$ cat src/bdpwm_pkg.sv
// constants shared by the battery converter pwm controller files
// assumes a 100 mhz system clock and an axi4-lite register bus
package bdpwm_pkg;
    // register indexes; byte address is four times the index
    localparam logic [7:0] IDX_POWERDOWN   = 8'h0e;
    localparam logic [7:0] IDX_HIGH_BATT   = 8'h4a;
    localparam logic [7:0] IDX_LOW_BATT    = 8'h4b;
    localparam logic [7:0] IDX_PERIOD      = 8'h5c;
    localparam logic [7:0] IDX_SW_DELAY    = 8'h5d;
    localparam logic [7:0] IDX_PULSE_WIDTH = 8'h5e;
    localparam logic [7:0] IDX_TARGET_CFG  = 8'h60;
    localparam logic [7:0] IDX_LOOP        = 8'h61;
    localparam logic [7:0] IDX_TARGET      = 8'h62;
    localparam int         ADDR_W          = 10;
    localparam int         IDX_LSB         = 2;
    // field positions
    localparam int PD_CONV_OFF_BIT = 4;
    localparam int DLY_POL_BIT     = 5;
    localparam int DLY_CAL_BIT     = 7;
    localparam int TOF_W           = 5;
    localparam int VOC_LSB         = 0;
    localparam int VCM_LSB         = 6;
    localparam int VOV_LSB         = 12;
    localparam int TRACK_BIT       = 16;
    localparam int ILIM_LSB        = 0;
    localparam int RLOOP_LSB       = 6;
    localparam int CC_BIT          = 8;
    localparam int IR_SHIFT        = 4;
    // reset values
    localparam logic [7:0]  PD_RESET     = 8'h10;
    localparam logic [7:0]  PERIOD_RESET = 8'h80;
    localparam logic [7:0]  BYTE_RESET   = 8'h00;
    localparam logic [31:0] WORD_RESET   = 32'h0000_0000;
    // timing: converter tick 61.035 ns, off time gets 4 extra ticks
    localparam logic [5:0] TOF_EXTRA   = 6'h04;
    localparam int         CLK_KHZ     = 100000;
    localparam int         CONV_KHZ    = 16384;
    localparam int         CAL_TIME_US = 100;
    localparam int         CAL_CYCLES  = CAL_TIME_US * CLK_KHZ / 1000;
    // axi answers
    localparam logic [1:0] RESP_OKAY   = 2'h0;
    localparam logic [1:0] RESP_SLVERR = 2'h2;
    // switch state, one-hot
    typedef enum logic [2:0] {
        BD_OFF  = 3'h1,
        BD_ON   = 3'h2,
        BD_REST = 3'h4
    } bdpwm_state_t;
endpackage : bdpwm_pkg

$ cat src/bdpwm_tick_if.sv
// converter tick strobe between the tick divider and the controller
// assumes both ends sit on the same system clock
`timescale 1ns/1ps
interface bdpwm_tick_if;
    logic tick;
    modport src (output tick);
    modport snk (input tick);
endinterface : bdpwm_tick_if

$ cat src/bdpwm_tick.sv
// fractional divider making the 16.384 mhz converter tick enable
// assumes clk at 100 mhz; ticks jitter by one clk, average rate exact
`timescale 1ns/1ps
module bdpwm_tick
    import bdpwm_pkg::*;
(
    input  wire logic  clk,
    input  wire logic  rst_b,
    input  wire logic  ce,
    bdpwm_tick_if.src  tick_if
);
    logic [16:0] acc_reg;
    logic [16:0] acc_next;
    logic        tick_next;

    // phase accumulator, wraps at the system rate
    always_comb begin
        tick_next = 1'b0;
        acc_next  = acc_reg + 17'(CONV_KHZ);
        if (acc_next >= 17'(CLK_KHZ)) begin
            acc_next  = acc_next - 17'(CLK_KHZ);
            tick_next = 1'b1;
        end
    end

    always_ff @(posedge clk or negedge rst_b) begin
        if (!rst_b) begin
            acc_reg      <= 17'h0;
            tick_if.tick <= 1'b0;
        end else if (ce) begin
            acc_reg      <= acc_next;
            tick_if.tick <= tick_next;
        end
    end
endmodule : bdpwm_tick

$ cat src/bdpwm_ctrl.sv
// pwm controller for an external buck-boost battery converter
// assumes axi4-lite master on clk, sense and monitor inputs synchronous
//
// Local design decision: the AXI4-Lite slave port.
`timescale 1ns/1ps
// Operation
// - the converter switches only while the power-off bit 4 is 0.
// - the pwm period is the 8-bit period setting in 61.035 ns ticks.
// - the primary switch drive asserts for a computed pulse width readable from a read-only register.
// - every period keeps the switch off for the 5-bit off setting plus 4 ticks.
// - an overload on the monitor inputs blanks the switch for the rest of the period.
// - inductor variant drives the feed-forward output inverted, transformer variant equal.
// - bit 5 of the switching delay register reads the polarity variant.
// - the sensed output is compared with the target to raise or lower switching.
// - in constant voltage the target is common-mode plus open-circuit plus overhead.
// - in constant current the target is current limit times loop resistance over 16 plus the rest.
// - with tracking off the constant current target stops at the low battery level.
module bdpwm_ctrl
    import bdpwm_pkg::*;
#(
    parameter bit SAME_POLARITY = 1'b0,
    parameter int CAL_COUNT     = CAL_CYCLES
) (
    input  wire logic              clk,
    input  wire logic              rst_b,
    input  wire logic              ce,
    input  wire logic [ADDR_W-1:0] s_axi_awaddr,
    input  wire logic              s_axi_awvalid,
    output logic                   s_axi_awready,
    input  wire logic [31:0]       s_axi_wdata,
    input  wire logic [3:0]        s_axi_wstrb,
    input  wire logic              s_axi_wvalid,
    output logic                   s_axi_wready,
    output logic [1:0]             s_axi_bresp,
    output logic                   s_axi_bvalid,
    input  wire logic              s_axi_bready,
    input  wire logic [ADDR_W-1:0] s_axi_araddr,
    input  wire logic              s_axi_arvalid,
    output logic                   s_axi_arready,
    output logic [31:0]            s_axi_rdata,
    output logic [1:0]             s_axi_rresp,
    output logic                   s_axi_rvalid,
    input  wire logic              s_axi_rready,
    input  wire logic [7:0]        battery_sense_input,
    input  wire logic              converter_monitor_high,
    input  wire logic              converter_monitor_low,
    output logic                   primary_switch_drive,
    output logic                   feedforward_switch_drive
);
    localparam logic FF_IDLE = !SAME_POLARITY;

    // byte-lane merge of a write into a stored word
    function automatic logic [31:0] bd_merge(input logic [31:0] old_v,
                                             input logic [31:0] new_v,
                                             input logic [3:0]  strb);
        logic [31:0] res;
        res = old_v;
        for (int i = 0; i < 4; i++) begin
            if (strb[i]) begin
                res[8*i +: 8] = new_v[8*i +: 8];
            end
        end
        return res;
    endfunction : bd_merge

    // battery magnitude target {cc, level} in 1.5 v steps
    function automatic logic [8:0] bd_target(input logic [31:0] cfg,
                                             input logic [31:0] loop_v,
                                             input logic [7:0]  low_lvl);
        logic [7:0]  voc;
        logic [7:0]  vcm;
        logic [7:0]  overhead_voltage;
        logic [13:0] ir;
        logic [9:0]  irs;
        logic [7:0]  lvl;
        voc = {2'h0, cfg[VOC_LSB +: 6]};
        vcm = {2'h0, cfg[VCM_LSB +: 6]};
        overhead_voltage = {4'h0, cfg[VOV_LSB +: 4]};
        ir  = 14'(loop_v[ILIM_LSB +: 6] * loop_v[RLOOP_LSB +: 8]);
        irs = 10'(ir >> IR_SHIFT); // kept wide: a wrapped product would fake current limit
        if (irs >= {2'h0, voc}) begin
            return {1'b0, vcm + voc + overhead_voltage};
        end
        lvl = irs[7:0] + vcm + overhead_voltage;
        if (!cfg[TRACK_BIT] && lvl < low_lvl) begin
            lvl = low_lvl;
        end
        return {1'b1, lvl};
    endfunction : bd_target

    bdpwm_tick_if tick_if ();

    bdpwm_tick u_tick (
        .clk     (clk),
        .rst_b   (rst_b),
        .ce      (ce),
        .tick_if (tick_if)
    );

    // register file and bus state
    logic [7:0]        pd_reg, pd_next;
    logic [7:0]        hb_reg, hb_next;
    logic [7:0]        lb_reg, lb_next;
    logic [7:0]        period_reg, period_next;
    logic [TOF_W-1:0]  tof_reg, tof_next;
    logic [31:0]       cfg_reg, cfg_next;
    logic [31:0]       loop_reg, loop_next;
    logic [31:0]       cal_cnt_reg, cal_cnt_next;
    logic              aw_full_reg, aw_full_next;
    logic              w_full_reg, w_full_next;
    logic [7:0]        widx_reg, widx_next;
    logic [31:0]       wdat_reg, wdat_next;
    logic [3:0]        wstb_reg, wstb_next;
    logic              awready_next, wready_next, bvalid_next;
    logic              arready_next, rvalid_next;
    logic [1:0]        bresp_next, rresp_next;
    logic [31:0]       rdata_next;
    logic [31:0]       wr_word;
    logic [31:0]       rd_val;
    logic              rd_hit;
    logic              wr_hit;
    logic [7:0]        ridx;
    logic [8:0]        target;
    logic              cal_busy;
    // pwm state
    bdpwm_state_t      state_reg, state_next;
    logic [7:0]        cnt_reg, cnt_next;
    logic [7:0]        pw_reg, pw_next;
    logic              blank_reg, blank_next;
    logic              ff_next;
    logic              running;
    logic              overload;
    logic              period_end;
    logic [5:0]        min_off;
    logic [7:0]        room;
    logic [7:0]        pw_lim;
    assign target   = bd_target(cfg_reg, loop_reg, lb_reg);
    assign cal_busy = (cal_cnt_reg != 32'h0);
    assign ridx     = s_axi_araddr[IDX_LSB +: 8];
    // read decode; target config and loop words read back whole, reserved bits of the other registers read as zero
    always_comb begin
        rd_val = 32'h0;
        rd_hit = 1'b1;
        unique case (ridx)
            IDX_POWERDOWN:   rd_val[7:0] = pd_reg;
            IDX_HIGH_BATT:   rd_val[7:0] = hb_reg;
            IDX_LOW_BATT:    rd_val[7:0] = lb_reg;
            IDX_PERIOD:      rd_val[7:0] = period_reg;
            IDX_SW_DELAY: begin
                rd_val[TOF_W-1:0]  = tof_reg;
                rd_val[DLY_POL_BIT] = SAME_POLARITY;
                rd_val[DLY_CAL_BIT] = cal_busy;
            end
            IDX_PULSE_WIDTH: rd_val[7:0] = pw_reg;
            IDX_TARGET_CFG:  rd_val = cfg_reg;
            IDX_LOOP:        rd_val = loop_reg;
            IDX_TARGET:      rd_val[CC_BIT:0] = target;
            default:         rd_hit = 1'b0;
        endcase
    end
    // axi write and read channels; address and data taken in any order
    always_comb begin
        pd_next      = pd_reg;
        hb_next      = hb_reg;
        lb_next      = lb_reg;
        period_next  = period_reg;
        tof_next     = tof_reg;
        cfg_next     = cfg_reg;
        loop_next    = loop_reg;
        cal_cnt_next = cal_busy ? cal_cnt_reg - 32'h1 : cal_cnt_reg;
        aw_full_next = aw_full_reg;
        w_full_next  = w_full_reg;
        widx_next    = widx_reg;
        wdat_next    = wdat_reg;
        wstb_next    = wstb_reg;
        bvalid_next  = s_axi_bvalid && !s_axi_bready;
        bresp_next   = s_axi_bresp;
        rvalid_next  = s_axi_rvalid && !s_axi_rready;
        rresp_next   = s_axi_rresp;
        rdata_next   = s_axi_rdata;
        wr_hit       = 1'b1;
        wr_word      = 32'h0;
        if (s_axi_awvalid && s_axi_awready) begin
            aw_full_next = 1'b1;
            widx_next    = s_axi_awaddr[IDX_LSB +: 8];
        end
        if (s_axi_wvalid && s_axi_wready) begin
            w_full_next = 1'b1;
            wdat_next   = s_axi_wdata;
            wstb_next   = s_axi_wstrb;
        end
        // commit one cycle after both halves are held
        if (aw_full_reg && w_full_reg && !s_axi_bvalid) begin
            aw_full_next = 1'b0;
            w_full_next  = 1'b0;
            bvalid_next  = 1'b1;
            wr_word = bd_merge(32'h0, wdat_reg, wstb_reg); // lane 0 holds the byte registers
            unique case (widx_reg)
                IDX_POWERDOWN:  pd_next     = wstb_reg[0] ? wr_word[7:0] : pd_reg;
                IDX_HIGH_BATT:  hb_next     = wstb_reg[0] ? wr_word[7:0] : hb_reg;
                IDX_LOW_BATT:   lb_next     = wstb_reg[0] ? wr_word[7:0] : lb_reg;
                IDX_PERIOD:     period_next = wstb_reg[0] ? wr_word[7:0] : period_reg;
                IDX_SW_DELAY: begin
                    tof_next = wstb_reg[0] ? wr_word[TOF_W-1:0] : tof_reg;
                    if (wr_word[DLY_CAL_BIT]) begin
                        cal_cnt_next = 32'(CAL_COUNT);
                    end
                end
                IDX_TARGET_CFG: cfg_next  = bd_merge(cfg_reg, wdat_reg, wstb_reg);
                IDX_LOOP:       loop_next = bd_merge(loop_reg, wdat_reg, wstb_reg);
                IDX_PULSE_WIDTH,
                IDX_TARGET: ; // read-only, write ignored
                default:        wr_hit = 1'b0;
            endcase
            bresp_next = wr_hit ? RESP_OKAY : RESP_SLVERR;
        end
        if (s_axi_arvalid && s_axi_arready) begin
            rvalid_next = 1'b1;
            rdata_next  = rd_val;
            rresp_next  = rd_hit ? RESP_OKAY : RESP_SLVERR;
        end
        awready_next = !aw_full_next && !bvalid_next;
        wready_next  = !w_full_next && !bvalid_next;
        arready_next = !rvalid_next;
    end

    always_ff @(posedge clk or negedge rst_b) begin
        if (!rst_b) begin
            pd_reg        <= PD_RESET;
            hb_reg        <= BYTE_RESET;
            lb_reg        <= BYTE_RESET;
            period_reg    <= PERIOD_RESET;
            tof_reg       <= '0;
            cfg_reg       <= WORD_RESET;
            loop_reg      <= WORD_RESET;
            cal_cnt_reg   <= WORD_RESET;
            aw_full_reg   <= 1'b0;
            w_full_reg    <= 1'b0;
            widx_reg      <= BYTE_RESET;
            wdat_reg      <= WORD_RESET;
            wstb_reg      <= 4'h0;
            s_axi_awready <= 1'b1;
            s_axi_wready  <= 1'b1;
            s_axi_bvalid  <= 1'b0;
            s_axi_bresp   <= RESP_OKAY;
            s_axi_arready <= 1'b1;
            s_axi_rvalid  <= 1'b0;
            s_axi_rresp   <= RESP_OKAY;
            s_axi_rdata   <= WORD_RESET;
        end else if (ce) begin
            pd_reg        <= pd_next;
            hb_reg        <= hb_next;
            lb_reg        <= lb_next;
            period_reg    <= period_next;
            tof_reg       <= tof_next;
            cfg_reg       <= cfg_next;
            loop_reg      <= loop_next;
            cal_cnt_reg   <= cal_cnt_next;
            aw_full_reg   <= aw_full_next;
            w_full_reg    <= w_full_next;
            widx_reg      <= widx_next;
            wdat_reg      <= wdat_next;
            wstb_reg      <= wstb_next;
            s_axi_awready <= awready_next;
            s_axi_wready  <= wready_next;
            s_axi_bvalid  <= bvalid_next;
            s_axi_bresp   <= bresp_next;
            s_axi_arready <= arready_next;
            s_axi_rvalid  <= rvalid_next;
            s_axi_rresp   <= rresp_next;
            s_axi_rdata   <= rdata_next;
        end
    end
    // off-time budget: period minus the forced minimum off window
    assign running  = !pd_reg[PD_CONV_OFF_BIT];
    assign overload = converter_monitor_high || converter_monitor_low;
    assign min_off  = {1'b0, tof_reg} + TOF_EXTRA;
    assign room     = (period_reg > {2'h0, min_off}) ? period_reg - {2'h0, min_off} : 8'h0;
    assign pw_lim   = (pw_reg < room) ? pw_reg : room;
    // period counter, blanking and regulation; counter and regulation step on the tick, overload blanks on any clk
    always_comb begin
        period_end = running && tick_if.tick && (period_reg != 8'h0)
                     && (cnt_reg >= period_reg - 8'h1);
        cnt_next   = cnt_reg;
        pw_next    = pw_reg;
        blank_next = blank_reg || overload;
        if (!running || period_reg == 8'h0) begin
            cnt_next = 8'h0;
        end else if (tick_if.tick) begin
            cnt_next = period_end ? 8'h0 : cnt_reg + 8'h1;
        end
        if (period_end) begin
            // a fresh period starts clean unless the overload persists
            blank_next = overload;
            if (battery_sense_input < target[7:0]) begin
                pw_next = (pw_reg < room) ? pw_reg + 8'h1 : pw_reg;
            end else begin
                pw_next = (pw_reg != 8'h0) ? pw_reg - 8'h1 : pw_reg;
            end
        end
        if (!running) begin
            blank_next = 1'b0;
            pw_next    = 8'h0;
        end
    end
    // switch state; width limited against the off window
    always_comb begin
        if (!running) begin
            state_next = BD_OFF;
        end else if (cnt_next < pw_lim && !blank_next) begin
            state_next = BD_ON;
        end else begin
            state_next = BD_REST;
        end
        ff_next = SAME_POLARITY ? (state_next == BD_ON)
                                : (state_next != BD_ON);
    end

    always_ff @(posedge clk or negedge rst_b) begin
        if (!rst_b) begin
            state_reg                <= BD_OFF;
            cnt_reg                  <= 8'h0;
            pw_reg                   <= 8'h0;
            blank_reg                <= 1'b0;
            primary_switch_drive     <= 1'b0;
            feedforward_switch_drive <= FF_IDLE;
        end else if (ce) begin
            state_reg                <= state_next;
            cnt_reg                  <= cnt_next;
            pw_reg                   <= pw_next;
            blank_reg                <= blank_next;
            primary_switch_drive     <= (state_next == BD_ON);
            feedforward_switch_drive <= ff_next;
        end
    end
endmodule : bdpwm_ctrl

$ cat config.mk
export PLATFORM = sky130hd
export DESIGN_NAME = bdpwm_ctrl
export DESIGN_NICKNAME = d
export VERILOG_FILES = /design/src/bdpwm_pkg.sv /design/src/bdpwm_tick_if.sv /design/src/bdpwm_tick.sv /design/src/bdpwm_ctrl.sv
export SDC_FILE = /design/constraint.sdc
export NUM_CORES = 1
export LEC_CHECK = 0
export BUFFER_PORTS_ARGS = -buffer_cell sky130_fd_sc_hd__clkbuf_2
export CORE_MARGIN = 5
export CORE_UTILIZATION = 61
export DETAILED_ROUTE_END_ITERATION = 10
export GPL_ROUTABILITY_DRIVEN = 0
export PLACE_DENSITY_LB_ADDON = 0.1
export REMOVE_ABC_BUFFERS = 1
export SYNTH_ARGS = -nofsm -noshare
export SYNTH_HDL_FRONTEND = slang
export SYNTH_SLANG_ARGS = --single-unit
$ cat constraint.sdc
create_clock -name clk -period 11.75 [get_ports clk]
set_input_delay 1.175 -clock clk [delete_from_list [all_inputs] [get_ports clk]]
set_output_delay 1.175 -clock clk [all_outputs]
set_load 0.05 [all_outputs]
Word level (Yosys, flattened, before mapping)

Cells that the tools add are included.

Add/sub/neg operators: 13
Multipliers: 1
Order comparisons: 8
Eq/ne operators: 21
Multiplexer cells: 42
Reduce and logical (&&, ||, !) cells: 53

Operators by type and width:

| kind                   | count |
|---|---|
| $eq 8x7->1 const B     | 16 |
| $mux 32                | 4 |
| $mux 8                 | 13 |
| $reduce_and 4->1       | 14 |
| $pmux 6 s9             | 1 |
| $pmux 23 s2            | 1 |
| $lt 8x8->1             | 4 |
| $reduce_bool 32->1     | 1 |
| $sub 32x1->32 const B  | 1 |
| $mux 9                 | 2 |
| $reduce_or 9->1        | 2 |
| $add 17x15->17 const B | 1 |
| $ge 17x17->1 const B   | 1 |
| $mux 17                | 1 |
| $sub 17x17->17 const B | 1 |
| $add 8x1->8 const B    | 2 |
| $eq 8x4->1 const B     | 2 |
| $reduce_bool 8->1      | 2 |
| $sub 8x1->8 const B    | 2 |
| $logic_and 1x1->1      | 14 |
| $mul 6x8->14           | 1 |
| $mux 1                 | 13 |
| $ge 10x6->1            | 1 |
| $logic_not 1->1        | 10 |
| 21 further kinds       | 28 |

Register bits after elaboration: 257
Input port bits: 74
Output and inout port bits: 43
Logic and storage cells: 172

Depth between registers and ports, before layout

Depth in word-level cells: 12
Gate-level depth with buffers: 44
Mapped depth without buffers: 42

Modules after synthesis

From an unflattened synthesis, not the netlist that was laid out.

Cell total of the unflattened synthesis: 1,432
Area total of the unflattened synthesis: 15,083.2 um^2

Modules (own cells, without submodules):

| module     | times used | cells each | area each (um^2) | sequential area each (um^2) |
|---|---|---|---|---|
| bdpwm_ctrl | 1          | 1,362      | 14,352.5         | 5,938.2 |
| bdpwm_tick | 1          | 70         | 730.7            | 325.3 |

Worst setup path after synthesis

No wires, ideal clock.

Path type: register to register
Start: register loop_reg[1]
End: register pw_reg[7]
Library setup time: 104 ps
Arrival time: 9,269 ps
Required time: 11,646 ps
Path slack: 2,378 ps
Cell stages (with the launch flop): 42
Buffers on the path: 2
Clock period less this slack: 9,372 ps
Path through: dfrtp_1 clkbuf_1 and2_1 fa_1 inv_1 fa_1 fa_1 inv_1 ha_1 a21o_1 a31o_1 xor2_1 fa_1 fa_1 a21o_1 a21oi_1 o21bai_1 a21oi_1 (+6 left out) a21oi_1 nor3_1 a21oi_1 ha_1 a21o_1 a21oi_1 o221ai_1 nand2b_1 ha_1 a211oi_1 o21ai_0 a21o_1 a21oi_1 nor4_1 and3_1 a211oi_1 a21oi_1 o311ai_1

Word-level cells in the longest chain between the ends: 11
Elaborated cells on any way between the ends: 16
Classes of those cells: 2 x add/sub; 1 x mul; 3 x order compare; 1 x eq/ne; 6 x mux; 3 x reduce/logical

RTL lines:

| what                   | RTL line          | text |
|---|---|---|
| start, declared        | bdpwm_ctrl.sv:107 | `logic [31:0] loop_reg, loop_next;` |
| start signal, assigned | bdpwm_ctrl.sv:257 | `loop_reg <= loop_next;` |
| $mul 6x8->14 *         | bdpwm_ctrl.sv:79  | `ir = 14'(loop_v[ILIM_LSB +: 6] * loop_v[RLOOP_LSB +: 8]);` |
| $add 8x6->8            | bdpwm_ctrl.sv:84  | `lvl = irs[7:0] + vcm + overhead_voltage;` |
| $add 8x4->8            | bdpwm_ctrl.sv:84  |  |
| $lt 8x8->1             | bdpwm_ctrl.sv:85  | `if (!cfg[TRACK_BIT] && lvl < low_lvl) begin` |
| $logic_and 1x1->1      | bdpwm_ctrl.sv:85  |  |
| $mux 8                 | bdpwm_ctrl.sv:85  |  |
| $mux 9 *               | bdpwm_ctrl.sv:84  |  |
| $lt 8x8->1 *           | bdpwm_ctrl.sv:295 | `if (battery_sense_input < target[7:0]) begin` |
| $mux 8                 | bdpwm_ctrl.sv:295 |  |
| $mux 8                 | bdpwm_ctrl.sv:292 | `if (period_end) begin` |
| $mux 8                 | bdpwm_ctrl.sv:301 | `if (!running) begin` |
| end signal, assigned   | bdpwm_ctrl.sv:330 | `pw_reg <= pw_next;` |
| end, declared          | bdpwm_ctrl.sv:128 | `logic [7:0] pw_reg, pw_next;` |

Every way passes the cells marked *; elsewhere a longest branch is shown, timed or not. The select of a mux whose other input is x is not followed.
A chain may end at the register's enable or synchronous reset.

Final worst setup path

Ends and elaborated chain as after synthesis.

==> impl_results.md <==
* Number of global-route vias before repair at 11,400
* Fin nets at 1,760
* Number of top-level design ports at around 120
* Classification of the worst-slack hold path: flop to flop
* Synth async-reset ratio at between 90% and 100%
* Initial core utilization at between 60 and 70%
* DIE WIDTH at ~170 um
* Result of the run: finished clean
* Initial drt markers at between 700 and 800
* Maximum number of pins on one net before global-route repair at about 110
* Family with the most delay on the worst path: compound AO/OA/AOI/OAI gates
* Stage delay of the slowest cell on the critical path at approximately 0.74 ns
* Areal power density over the cells at 172 nW/um2
* Post-synth cell types at around 80
* Total of warnings raised by yosys at 0
* Cell at the root of the clock tree: clkbuf_16
* Post-CTS setup buffer count at 0
* Count of port buffers added during placement at 110
* Filler Cells Inserted at 1,918
* Max Freq at 93.7 MHz
* Final critical-path share of the clock period at between 90% and 100%
* Max H-tree Level at 1
* Placement Rows at between 50 and 60
* Post-cts sizing count at 0
* Number of vias after detailed routing at between 10,000 and 15,000
* Core region area at roughly 24,000 um2
* Top cell by count, worst path: a21oi_1
* Synth Cell Area at 15,100 um2
* Count of maximum capacitance violations at 0
* Final setup violating endpoints at 0
* TritonCTS buffer count at 26
* Master of the slowest instance on the critical path: o31ai_1
* Latest clock arrival within the worst-skew pair at ~0.54 ns
* Number of antenna violations at the first check in global routing at 0
* Total Routed Length at 36.5 mm
* Synth-to-layout area growth at 12.1%
* Die Span Y at ~170 um
* Clock-pin transition on the worst setup and hold timing paths at 0.06 ns
* First-pass iteration count of the detailed router at 5
* Seq/Total Area, Yosys at 41.4%
* Setup tns final at 0 ns
* TritonCTS clock tree: done
* Post-DR vias/cell at 5.95
* Fraction of layout instances using a drive strength above 1 at 21.7%
* Final Hold Vio Count at 0
* Data arrival at the endpoint of the critical path at about 11 ns
* Global-route wire length before repair at 60.2 mm
* Total power after layout at roughly 2900 uW
* Commonest non-fill, non-tap cell in the layout: dfrtp_1
* Num Clock Sinks at 250
* Routed wirelength normalized by instance count at 19.3 um
* Antenna viol nets, final at 0
* Commonest register cell after synthesis: dfrtp_1
* Cts hold-fix bufs at 0
* Largest vdd supply drop at around 0.18 mV
* Crit path kind: flop to flop
* GR Util All Layers at a little over a quarter
* Die footprint at approximately 28,000 um2
* Lkg Pwr at slightly above 0.008 uW
* Post-layout minimum cycle time at roughly 11 ns
* Clock Path Buffers at 3
* Mapped Avg Cell Area at roughly 10 um2
* Post-synthesis sequential element count at 250
* Total inserted antenna cells at 0
* Worst setup SP type: flop
* Setup Skew at approximately 0.0074 ns
* Maximum net fanout on the critical path at 11
* Buffers plus inverters on the worst setup path at 3
* Post-route DRC at 0
* Share of the core filled with cells in the final layout at 69.5%
* Number of enable-type register cells in the synthesized netlist at 0
* Max-slew violation count at 0
* Setup repair after global routing missed its margin: false
* Headroom to the max-slew limit at 19.0%
* Critical Path End Type: flop
* Leading cell types in the layout, fill and taps excluded: 244 x dfrtp_1, 147 x mux2_2, 143 x nor2_1
* HPWL Detailed at around 27 mm
* Data required time of the worst path at between 10 and 15 ns
* Actual transition at the worst max-transition pin at ~1.2 ns
* Overall overflow remaining after global route at 0
* Number of instances in the synthesized netlist at around 1,400
cell usage after synthesis, drive strengths merged, types with 6 or more instances:
master  instances  share of area, %
a21o           16              0.79
fa             37               4.9
nor2b          13              0.54
a31oi           8              0.33
inv            91               2.3
nor4           17              0.74
a22oi           8              0.40
buf             7              0.24
or4             6              0.33
a22o           10              0.58
and3           10              0.41
o21a           15              0.74
nand2b         24              0.99
xor2           41               2.4
mux2          147                11
nor2          145               3.6
o221ai          8              0.46
o21bai          6              0.30
xnor2          34               2.0
nor3           29               1.1
o21ai          48               1.7
nand3          24              0.79
a221oi         36               2.1
or3             9              0.37
a211oi          7              0.35
and2           37               1.5
a21oi          52               1.7
nand2          87               2.2
clkbuf         40              0.99
dfstp           6               1.0
ha             99               8.2
nand4          11              0.45
nand3b          7              0.37
dfrtp         244                40
stage by stage:
| step | setup WS (ns) | hold slack (ns) | area (um2) | std cells |
|---|---|---|---|---|
| 2_1_floorplan | 2.22 | 0.442 | 14900 | 1399 |
| 3_3_place_gp | 1.30 | 0.456 | 16000 | 1846 |
| 3_5_place_dp | 1.20 | 0.461 | 16000 | 1846 |
| 4_1_cts | 1.15 | 0.475 | 17000 | 1894 |
| 5_1_grt | 0.298 | 0.502 | 17000 | 1894 |
| 6_report | 1.08 | 0.473 | 17000 | 1894 |
worst paths after layout:
| kind | from | to | slack (ns) | cells past startpoint |
|---|---|---|---|---|
| worst max-delay path | loop_reg[1] | pw_reg[7] | 1.08 | 40 |
| worst min-delay path | u_tick.acc_reg[10] | u_tick.acc_reg[10] | 0.47 | 1 |
| worst max register to register | loop_reg[1] | pw_reg[7] | 1.08 | 40 |
| worst min register to register | u_tick.acc_reg[10] | u_tick.acc_reg[10] | 0.47 | 1 |
| max in group asynchronous | rst_b | cal_cnt_reg[26] | 9.56 | 2 |
| min in group asynchronous | rst_b | u_tick.acc_reg[14] | 0.64 | 1 |
routing by layer:
metal	wire length, um	vias to the layer above	track usage, %	share of wire, %
met5	0	-	0	0
met4	1100	0	7.48	3.0
met3	2160	76	4.93	5.9
met2	16800	324	41.5	46
met1	16400	5514	36.8	45
li1	-	5352	-	-
logic make-up after synthesis:
group / share of synthesized area, %
AND/OR/NAND/NOR: 14.2
AO/OA/AOI/OAI: 12.2
flip-flops: 41.4
multiplexers: 11.3
buffers and inverters: 3.49
adder cells (fa/ha/maj): 13.1
XOR/XNOR: 4.34
other: 0.0248
worst reg2reg max path: cells and delay by family, from the launching register on:
family	cells	cell delay [ns]
AND/OR/NAND/NOR	7	1.09
adder cells (fa/ha/maj)	9	3.82
flip-flops	1	0.53
AO/OA/AOI/OAI	19	4.40
buffers and inverters	3	0.37
XOR/XNOR	2	0.35
layout make-up:
cell class	count	area (um2)	area share, %
well taps	324	405	2.39
multi-input cells	1058	8360	49.3
repair buffers	123	658	3.88
flip-flops and latches	250	6260	36.9
clock buffers	38	776	4.57
clock inverters	10	155	0.915
inverters	91	342	2.01
where the power goes:
group / internal, uW / switching (uW)
registers: 1060 / 210
logic: 298 / 473
clock network: 526 / 344
total: 1890 / 1030
No activity file was read; power rests on OpenSTA's default activity.
